**config.mk**
```make
export PLATFORM = sky130hd
export DESIGN_NAME = vsos_sync_out
export DESIGN_NICKNAME = d
export VERILOG_FILES = /design/src/rtl/vsos_pkg.sv /design/src/rtl/vsos_pulse_gen.sv /design/src/rtl/vsos_sync_out.sv
export SDC_FILE = /design/constraint.sdc
export NUM_CORES = 1
export LEC_CHECK = 0
export BUFFER_PORTS_ARGS = -buffer_cell sky130_fd_sc_hd__buf_2
export CAP_MARGIN = 20
export CORE_MARGIN = 4
export CORE_UTILIZATION = 40
export CTS_CLUSTER_DIAMETER = 40
export DETAILED_ROUTE_END_ITERATION = 12
export GPL_TIMING_DRIVEN = 0
export MAX_ROUTING_LAYER = met4
export PLACE_DENSITY = 0.71
export REMOVE_ABC_BUFFERS = 1
export SLEW_MARGIN = 0
export SYNTH_ARGS = -nofsm -noshare
export SYNTH_HDL_FRONTEND = slang
export SYNTH_SLANG_ARGS = --single-unit
```
**constraint.sdc**
```tcl
create_clock -name clk -period 2.7 [get_ports clk]
set_clock_uncertainty 0.05 [all_clocks]
set_input_delay 0.405 -clock clk [delete_from_list [all_inputs] [get_ports clk]]
set_output_delay 0.405 -clock clk [all_outputs]
set_load 0.01 [all_outputs]
```
**src/rtl/vsos_pkg.sv**
```systemverilog
package vsos_pkg;

	// ---------------------------------------------------------------
	// Slicer source select codes
	// ---------------------------------------------------------------
	localparam logic [1:0] SLICE_RAW_GREEN   = 2'h0;
	localparam logic [1:0] SLICE_RAW_LINE    = 2'h1;
	localparam logic [1:0] SLICE_REGEN_LINE  = 2'h2;
	localparam logic [1:0] SLICE_FILT_LINE   = 2'h3;

	// ---------------------------------------------------------------
	// Widths, reset values and cycle counts
	// ---------------------------------------------------------------
	localparam int         LINE_WIDTH_BITS   = 8;
	localparam int         FRAME_WIDTH_BITS  = 8;
	localparam logic [7:0] LINE_WIDTH_RST    = 8'h20;
	localparam logic [7:0] FRAME_WIDTH_RST   = 8'h04;
	localparam int         EDGE_GUARD_CYCLES = 16;
	localparam int         ADDR_SAMPLE_CYCLES = 4;

endpackage

```
**src/rtl/vsos_pulse_gen.sv**
```systemverilog
`timescale 1ns/1ns
// Retriggerable one-shot: a start pulse opens a window of 'width' counts of tick.
module vsos_pulse_gen #(
	parameter int W = 8
) (
	input  wire logic         clk,
	input  wire logic         sys_rst,
	input  wire logic         start,
	input  wire logic         tick,
	input  wire logic [W-1:0] width,
	output logic              active
);

	logic [W-1:0] count_r;

	always_ff @(posedge clk)
	begin
		if (sys_rst)
		begin
			count_r <= '0;
			active  <= 1'b0;
		end
		else if (start)
		begin
			count_r <= width;
			active  <= (width != '0);
		end
		else if (tick && active)
		begin
			count_r <= count_r - 1'b1;
			active  <= (count_r > {{(W-1){1'b0}}, 1'b1});
		end
	end

endmodule

```
**src/rtl/vsos_sync_out.sv**
```systemverilog
`timescale 1ns/1ns
// Summary of operation
// [RULE_01] The line sync output is regenerated from incoming horizontal sync and retimed to clk.
// [RULE_02] Line sync polarity and pulse width are programmable by configuration ports.
// [RULE_03] Line sync, pixel clock output and pixel data leave through the same register stage.
// [RULE_04] Frame sync is either separated from composite sync or the vertical input passed through.
// [RULE_05] One polarity bit inverts the frame sync output.
// [RULE_06] Frame sync follows the source width, or when enabled a programmed width.
// [RULE_07] Address-select sampling does not disturb the frame sync output.
// [RULE_08] After reset the shared pin level is captured as the bus address least significant bit.
// [RULE_09] The slicer output carries one of four sources chosen by a two-bit field.
// [RULE_10] The slicer output gets no processing beyond selection; separation is elsewhere.
// [RULE_11] A field indicator shows odd or even field for interlaced input.
// [RULE_12] Select codes zero to three map to raw green, raw line, regenerated line, filtered line.
// [RULE_13] The field indicator changes only at the start of a new field.
module vsos_sync_out #(
	parameter int LW = vsos_pkg::LINE_WIDTH_BITS,
	parameter int FW = vsos_pkg::FRAME_WIDTH_BITS
) (
	input  wire logic          clk,
	input  wire logic          sys_rst,
	input  wire logic          lineSyncIn,
	input  wire logic          frameSyncIn,
	input  wire logic          syncOnGreen,
	input  wire logic          filtLineSync,
	input  wire logic          pixelClkEn,
	input  wire logic [7:0]    pixelDataIn,
	input  wire logic          lineSyncPolInv,
	input  wire logic [LW-1:0] lineSyncWidth,
	input  wire logic          frameSyncPolInv,
	input  wire logic          frameSyncUseSep,
	input  wire logic          frameSyncFixWidth,
	input  wire logic [FW-1:0] frameSyncWidth,
	input  wire logic [1:0]    slicerSelect,
	input  wire logic          addrPinIn,
	output logic               line_sync_out,
	output logic               frame_sync_out,
	output logic               frame_sync_out_oe,
	output logic               green_sync_slicer_out,
	output logic               pixel_data_clock_out,
	output logic [7:0]         pixelDataOut,
	output logic               oddEvenField,
	output logic               bus_addr_select_lsb
);

	// ---------------------------------------------------------------
	// Input synchronisers
	// ---------------------------------------------------------------
	logic [1:0] lineSync_r;
	logic [1:0] frameSync_r;
	logic [1:0] green_r;
	logic [1:0] filt_r;
	logic [1:0] addrPin_r;

	always_ff @(posedge clk)
	begin
		if (sys_rst)
		begin
			lineSync_r  <= 2'h0;
			frameSync_r <= 2'h0;
			green_r     <= 2'h0;
			filt_r      <= 2'h0;
			addrPin_r   <= 2'h0;
		end
		else
		begin
			lineSync_r  <= {lineSync_r[0], lineSyncIn};
			frameSync_r <= {frameSync_r[0], frameSyncIn};
			green_r     <= {green_r[0], syncOnGreen};
			filt_r      <= {filt_r[0], filtLineSync};
			addrPin_r   <= {addrPin_r[0], addrPinIn};
		end
	end

	logic lineSyncS;
	logic frameSyncS;
	logic greenS;
	logic filtS;
	assign lineSyncS  = lineSync_r[1];
	assign frameSyncS = frameSync_r[1];
	assign greenS     = green_r[1];
	assign filtS      = filt_r[1];

	// ---------------------------------------------------------------
	// Edge detection
	// ---------------------------------------------------------------
	logic lineSyncD_r;
	logic frameSyncD_r;
	logic sepVsD_r;

	always_ff @(posedge clk)
	begin
		if (sys_rst)
		begin
			lineSyncD_r  <= 1'b0;
			frameSyncD_r <= 1'b0;
		end
		else
		begin
			lineSyncD_r  <= lineSyncS;
			frameSyncD_r <= frameSyncS;
		end
	end

	logic lineRise;
	assign lineRise = lineSyncS && !lineSyncD_r;

	// ---------------------------------------------------------------
	// Line sync regeneration
	// ---------------------------------------------------------------
	logic lineRegen;

	vsos_pulse_gen #(
		.W (LW)
	) u_line_pulse (
		.clk     (clk),
		.sys_rst (sys_rst),
		.start   (lineRise),
		.tick    (1'b1),
		.width   (lineSyncWidth),
		.active  (lineRegen)
	); // RULE_01

	// ---------------------------------------------------------------
	// Vertical separation from composite sync on the green input
	// ---------------------------------------------------------------
	// A composite pulse held longer than a normal line sync is taken as vertical sync.
	logic [4:0] greenHigh_r;
	logic       sepVs_r;

	always_ff @(posedge clk)
	begin
		if (sys_rst)
		begin
			greenHigh_r <= 5'h00;
			sepVs_r     <= 1'b0;
		end
		else if (!greenS)
		begin
			greenHigh_r <= 5'h00;
			sepVs_r     <= 1'b0;
		end
		else if (greenHigh_r < 5'(vsos_pkg::EDGE_GUARD_CYCLES))
			greenHigh_r <= greenHigh_r + 5'h01;
		else
			sepVs_r     <= 1'b1;
	end

	always_ff @(posedge clk)
	begin
		if (sys_rst)
			sepVsD_r <= 1'b0;
		else
			sepVsD_r <= sepVs_r;
	end

	logic srcFrame;
	logic srcFrameRise;
	assign srcFrame     = frameSyncUseSep ? sepVs_r : frameSyncS; // RULE_04
	assign srcFrameRise = frameSyncUseSep ? (sepVs_r && !sepVsD_r)
	                                      : (frameSyncS && !frameSyncD_r);

	// ---------------------------------------------------------------
	// Frame sync width and field detection
	// ---------------------------------------------------------------
	logic frameFixed;
	logic frameShaped;

	vsos_pulse_gen #(
		.W (FW)
	) u_frame_pulse (
		.clk     (clk),
		.sys_rst (sys_rst),
		.start   (srcFrameRise),
		.tick    (lineRise),
		.width   (frameSyncWidth),
		.active  (frameFixed)
	);

	assign frameShaped = frameSyncFixWidth ? frameFixed : srcFrame; // RULE_06

	// Odd field when frame sync starts while line sync is high.
	logic lineAtFrame;
	assign lineAtFrame = lineSyncS;

	// ---------------------------------------------------------------
	// Address strap capture
	// ---------------------------------------------------------------
	logic [2:0] strapCnt_r;

	always_ff @(posedge clk)
	begin
		if (sys_rst)
		begin
			strapCnt_r          <= 3'h0;
			bus_addr_select_lsb <= 1'b0;
		end
		else if (strapCnt_r < 3'(vsos_pkg::ADDR_SAMPLE_CYCLES))
		begin
			strapCnt_r          <= strapCnt_r + 3'h1;
			bus_addr_select_lsb <= addrPin_r[1]; // RULE_08
		end
	end

	// ---------------------------------------------------------------
	// Output register stage
	// ---------------------------------------------------------------
	// All pixel-side outputs share one register so their alignment is fixed.
	always_ff @(posedge clk)
	begin
		if (sys_rst)
		begin
			line_sync_out        <= 1'b0;
			pixel_data_clock_out <= 1'b0;
			pixelDataOut         <= 8'h00;
		end
		else
		begin
			line_sync_out        <= lineRegen ^ lineSyncPolInv; // RULE_02
			pixel_data_clock_out <= pixelClkEn; // RULE_03
			pixelDataOut         <= pixelDataIn; // RULE_03
		end
	end

	// The pin is driven from the first clock after reset; strap reading uses the input side only.
	always_ff @(posedge clk)
	begin
		if (sys_rst)
		begin
			frame_sync_out    <= 1'b0;
			frame_sync_out_oe <= 1'b0;
		end
		else
		begin
			frame_sync_out    <= frameShaped ^ frameSyncPolInv; // RULE_05
			frame_sync_out_oe <= 1'b1; // RULE_07
		end
	end

	always_ff @(posedge clk)
	begin
		if (sys_rst)
			green_sync_slicer_out <= 1'b0;
		else
			case (slicerSelect) // RULE_09
				vsos_pkg::SLICE_RAW_GREEN:  green_sync_slicer_out <= greenS; // RULE_12
				vsos_pkg::SLICE_RAW_LINE:   green_sync_slicer_out <= lineSyncS;
				vsos_pkg::SLICE_REGEN_LINE: green_sync_slicer_out <= lineRegen;
				default:                    green_sync_slicer_out <= filtS; // RULE_10
			endcase
	end

	always_ff @(posedge clk)
	begin
		if (sys_rst)
			oddEvenField <= 1'b0;
		else if (srcFrameRise) // RULE_13
			oddEvenField <= lineAtFrame; // RULE_11
	end

endmodule

```
Yosys cells after proc, flatten, opt, wreduce, memory -nomap -nowiden
Index checks and enable logic that the tools add are counted.
{"block": "totals", "ff_bits": 55, "latch_bits": 0, "mem_bits_rw": 0, "mem_bits_ro": 0, "in_bits": 38, "output_inout_bits": 15, "word_cells": 62, "mem_count": 0}
{"block": "op_classes", "n_addsub": 4, "multipliers": 0, "div": 0, "order_cmp": 4, "n_eq_ne": 2, "shifts": 0, "mux": 13, "n_bitwise": 3, "n_reduce_logical": 13}
{"cell": "$mux 8", "n": 4}
{"cell": "$gt 8x1->1 const B", "n": 2}
{"cell": "$reduce_bool 8->1", "n": 2}
{"cell": "$sub 8x1->8 const B", "n": 2}
{"cell": "$mux 1", "n": 8}
{"cell": "$add 5x1->5 const B", "n": 1}
{"cell": "$lt 5x5->1 const B", "n": 1}
{"cell": "$logic_and 1x1->1", "n": 4}
{"cell": "$reduce_bool 2->1", "n": 2}
{"cell": "$add 3x1->3 const B", "n": 1}
{"cell": "$logic_not 1->1", "n": 3}
{"cell": "$lt 3x3->1 const B", "n": 1}
{"cell": "$pmux 1 s3", "n": 1}
{"cell": "$eq 2x1->1 const B", "n": 1}
{"cell": "$eq 2x2->1 const B", "n": 1}
{"cell": "$logic_not 2->1", "n": 1}
{"cell": "$reduce_or 2->1", "n": 1}
{"cell": "$xor 1x1->1", "n": 2}
{"cell": "$not 1->1", "n": 1}

Depth between registers and ports, before layout
{"block": "depth", "ltp_word": 5, "depth_mapped": 6, "ltp_nobuf": 6}

Modules after synthesis
From an unflattened synthesis, not the netlist that was laid out.
{"block": "hier_totals", "hier_cells": 238, "hier_area_um2": 2308.5}
{"mod": "vsos_sync_out", "instances": 1, "cells_per_inst": 106, "area_per_inst_um2": 1199.9, "seq_area_each_um2": 740.7}
{"mod": "vsos_pulse_gen", "instances": 2, "cells_per_inst": 66, "area_per_inst_um2": 554.3, "seq_area_each_um2": 180.2}

Worst setup path before layout
Ideal clock, no wire load.
{"block": "synth_path", "path_type": "flip-flop to flip-flop", "start": "reg u_frame_pulse.count_r[2]", "end": "reg u_frame_pulse.active", "setup_time_ns": 0.126, "arrival_time_ns": 1.273, "t_required_ns": 2.524, "setup_slack_ns": 1.251, "path_stages_with_launch": 4, "path_buffers": 0, "period_less_slack_ns": 1.449, "path_cell_list": "dfxtp_1 -> or4_4 -> o41ai_1 -> a21oi_1"}
{"block": "synth_between", "elab_chain_cells": 3}
{"item": "start: declaration", "line": "vsos_pulse_gen.sv:14", "rtl": "logic [W-1:0] count_r;"}
{"item": "start signal: assignment", "line": "vsos_pulse_gen.sv:25", "rtl": "count_r <= width;"}
{"item": "start signal: assignment", "line": "vsos_pulse_gen.sv:30", "rtl": "count_r <= count_r - 1'b1;"}
{"item": "$gt 8x1->1", "line": "vsos_pulse_gen.sv:31", "rtl": "active <= (count_r > {{(W-1){1'b0}}, 1'b1});"}
{"item": "$mux 1", "line": "vsos_pulse_gen.sv:28", "rtl": "else if (tick && active)"}
{"item": "$mux 1", "line": "vsos_pulse_gen.sv:23", "rtl": "else if (start)"}
{"item": "end signal: assignment", "line": "vsos_pulse_gen.sv:26", "rtl": "active <= (width != '0);"}
{"item": "end signal: assignment", "line": "vsos_pulse_gen.sv:31"}
{"item": "end: declaration", "line": "vsos_pulse_gen.sv:11", "rtl": "output logic active"}
Every way passes these cells. The select of a mux whose other input is x is not followed.
A chain may end at the register's enable or synchronous reset.

Worst setup path after layout
{"block": "layout_path", "start": "reg frameSync_r[1]", "end": "reg oddEvenField"}
{"block": "layout_between", "elab_chain_cells": 2}
{"item": "start: declaration", "line": "vsos_sync_out.sv:50", "rtl": "logic [1:0] frameSync_r;"}
{"item": "start signal: assignment", "line": "vsos_sync_out.sv:68", "rtl": "frameSync_r <= {frameSync_r[0], frameSyncIn};"}
{"item": "$logic_and 1x1->1", "line": "vsos_sync_out.sv:161", "rtl": ": (frameSyncS && !frameSyncD_r);"}
{"item": "$mux 1", "line": "vsos_sync_out.sv:160", "rtl": "assign srcFrameRise = frameSyncUseSep ? (sepVs_r && !sepVsD_r)"}
{"item": "end signal: assignment", "line": "vsos_sync_out.sv:258", "rtl": "oddEvenField <= lineAtFrame;"}
{"item": "end: declaration", "line": "vsos_sync_out.sv:42", "rtl": "output logic oddEvenField,"}
Every way passes these cells.

==> metrics.txt <==
Critical Path AT=1.74 ns; Post-synth EDFFs=0; Pleak=1.06 nW; post-detailed-route count of antenna-violating nets=0; min Tclk post-route=1.62 ns; unrepaired setup endpoints after global routing=no; Rows=26; power per cell area=620 nW/um2; Syn Inst Count=216; switching power total=0.367 mW; first-pass GRT wire length=6.78 mm; Final Hold Viols=0; ys async rst share=0%; share of cells above drive strength 1=25.7%; fill cell count=508; Req. time, crit path=2.83 ns; # setup viols final=0; critical setup path kind=flip-flop to flip-flop; Util after Layout=50.2%; Max clock buf depth=2; Yosys reg bits=55; Peak VDD IR=0.551 mV; I/O pin total=53; Final nets=312; Switching Fraction=22.8%; Synth area leader=dfxtp_1; max-slew violation count=0; main area contributors after synthesis=dfxtp_1 (51%), nor2b_1 (6.9%), xnor2_1 (5.3%), nor2_1 (4.9%), ha_1 (3.5%); Slew headroom=45.1%; area grow syn2layout=20.1%; Die ar.=6650 um2; gr usage total=13.5%; Max H-tree Level=2; Max Freq=618 MHz; Hold Path Class=primary input to flip-flop; PostCTS Resize Cnt=0; Clock transition at path regs=0.10 ns; # hold bufs at CTS=0; RR Startpoint=frameSync_r[1]$_SDFF_PP0_; Setup crit end kind=flip-flop; vias=1617; pin count of the biggest net entering global routing=43; status=complete, no violations; via/cell ratio=4.77; max cap viols=0; # diodes=0; vias in the first global route=1549; initial drt markers=57; register area share after synthesis=50.9%; initial antenna violation count=0; routed wire length=3.96 mm; Port Buf Inserts=52; Setup crit start=frameSync_r[1]$_SDFF_PP0_; Int Power=1.24 mW; CTS Sinks=55; worst reg-to-reg setup slack=1.08 ns; Hold Crit Start=pixelClkEn; Startpoint Class=flip-flop; Tot Pwr=1.61 mW; power share of the clock group=34.5%; Post-synth top flop=dfxtp_1; wire per inst=11.7 um; gpl congestion=0.792; CTS buffer count=5; fin crit share=59.9%; Core Box Area=5170 um2; Yosys cell types=34; total grt overflow=0; smallest hold slack=0.255 ns; Non-Filler Instances=339; hpwl dp=2.85 mm; Gate power share=10.4%; drt pass-1 iters=4; die height=81.5 um; Synth top area share=50.9%; YS warnings=0; Die Width=81.5 um; Cells after DPL=331; DRC errors left=0; Seq pwr share=55.1%; Mean Syn Cell Area=10.0 um2; root buffer cell=clkbuf_8; Initial Utilization=41.8%; Worst-Margin Slew=0.820 ns; CP max FO=19; total negative slack=0 ns; Synth Cell Area=2160 um2; Post-CTS Setup Inserts=0; Skew-Pair Late Insertion Delay=0.30 ns; CTS tree=yes
-- synthesized netlist by cell type, types with 2 or more instances --
cell type,n
nand4b_1,2
nand2_1,8
nor2_1,28
a211oi_1,9
clkbuf_1,5
xor2_1,7
mux2i_1,5
nor4_1,5
inv_1,6
nand2b_1,2
a21oi_1,9
nor3_1,4
nor2b_1,24
xnor2_1,13
o211ai_1,2
nor4b_2,2
dfxtp_1,55
ha_1,6
o21ai_0,9
-- through the flow --
stage	cell area (um2)	setup WS, ns
after global routing	2600	0.926
after floorplan	2130	1.23
after CTS	2600	1.06
final	2600	1.08
after global placement	2480	0.870
after detailed placement	2480	0.856
-- state kept, by name, indices dropped and copies added (netlist names), 2 cells and up --
| signal | cells |
|---|---|
| green_r | 2 |
| strapCnt_r | 3 |
| u_frame_pulse.count_r | 8 |
| pixelDataOut | 8 |
| u_line_pulse.count_r | 8 |
| lineSync_r | 2 |
| greenHigh_r | 5 |
| filt_r | 2 |
| addrPin_r | 2 |
| frameSync_r | 2 |
-- layer usage --
| layer | up-vias | share of wire, % | GRT usage (%) |
|---|---|---|---|
| li1 | 834 | - | - |
| met1 | 728 | 46 | 16.4 |
| met3 | 6 | 7.6 | 4.17 |
| met5 | - | 0 | - |
| met4 | 0 | 1.3 | 5.07 |
| met2 | 49 | 45 | 21.1 |
-- path summary, 6_finish.rpt --
path | endpoint | depth (start not counted)
setup / recovery | oddEvenField$_SDFFE_PP0P_ | 4
setup reg to reg | oddEvenField$_SDFFE_PP0P_ | 4
hold reg to reg | addrPin_r[1]$_SDFF_PP0_ | 1
hold / removal | pixel_data_clock_out$_SDFF_PP0_ | 2
-- power groups by stage --
stage / combinational, mW / clock (mW) / sequential (mW)
after detailed placement: 0.169 / 0 / 0.906
final: 0.168 / 0.555 / 0.888
after CTS: 0.171 / 0.575 / 0.888
after global routing: 0.191 / 0.615 / 0.894
after global placement: 0.164 / 0 / 0.905
after floorplan: 0.0969 / 0 / 0.907
-- critical path, cell delays in order (launching register included) --
cell and delay, ns:
dfxtp_1 0.33, nor3b_1 0.14, a31oi_2 0.65, mux2i_1 0.27, nor2_1 0.05
-- placed cells by master (no fill, tap or decap) --
cell type,netlist,routed
dfxtp_1,55,55
buf_2,1,52
nor2_1,28,28
nor2b_1,24,24
xnor2_1,13,13
a211oi_1,9,9
a21oi_1,9,9
o21ai_0,9,9
nand2_1,8,8
xor2_1,7,7
inv_1,6,6
ha_1,6,6
clkbuf_8,0,6
mux2i_1,5,5
nor4_1,5,5
nor3_1,4,4
nand2b_1,2,2
nor4b_2,2,2
o211ai_1,2,2
nand4b_1,2,2
a31oi_1,1,1
mux4_2,1,1
and2_1,1,1
nor3b_1,1,1
a31oi_2,1,1
a311oi_1,1,1
nand3b_2,1,1
or2_2,1,1
or4_4,1,1
nor4_4,1,1
a21oi_2,1,1
o41ai_1,1,1
or3_1,1,1
bufinv_16,0,1
clkinv_2,0,1
-- logic make-up (layout without fill, tap and decap cells) --
| kind of cell | Yosys count | after routing | synth area share (%) |
|---|---|---|---|
| AOI/OAI and AO/OA | 34 | 34 | 10.1 |
| xor gates and xnor gates | 20 | 20 | 8.10 |
| adders and majority gates | 6 | 6 | 3.47 |
| buffers and inverters | 13 | 66 | 2.49 |
| DFF | 55 | 55 | 50.9 |
| muxes | 6 | 6 | 3.36 |
| and+or+nand+nor | 82 | 82 | 21.6 |
-- layout make-up --
type | count | area, um2 | area share (%)
sequential | 55 | 1100 | 42.4
clock inverter | 2 | 35.0 | 1.35
multi-input combinational | 148 | 1010 | 38.8
timing repair buffer | 52 | 260 | 10.0
tap | 70 | 87.6 | 3.37
inverter | 6 | 22.5 | 0.867
clock buffer | 6 | 82.6 | 3.18
Note: power is estimated with default switching activity, not from simulation.
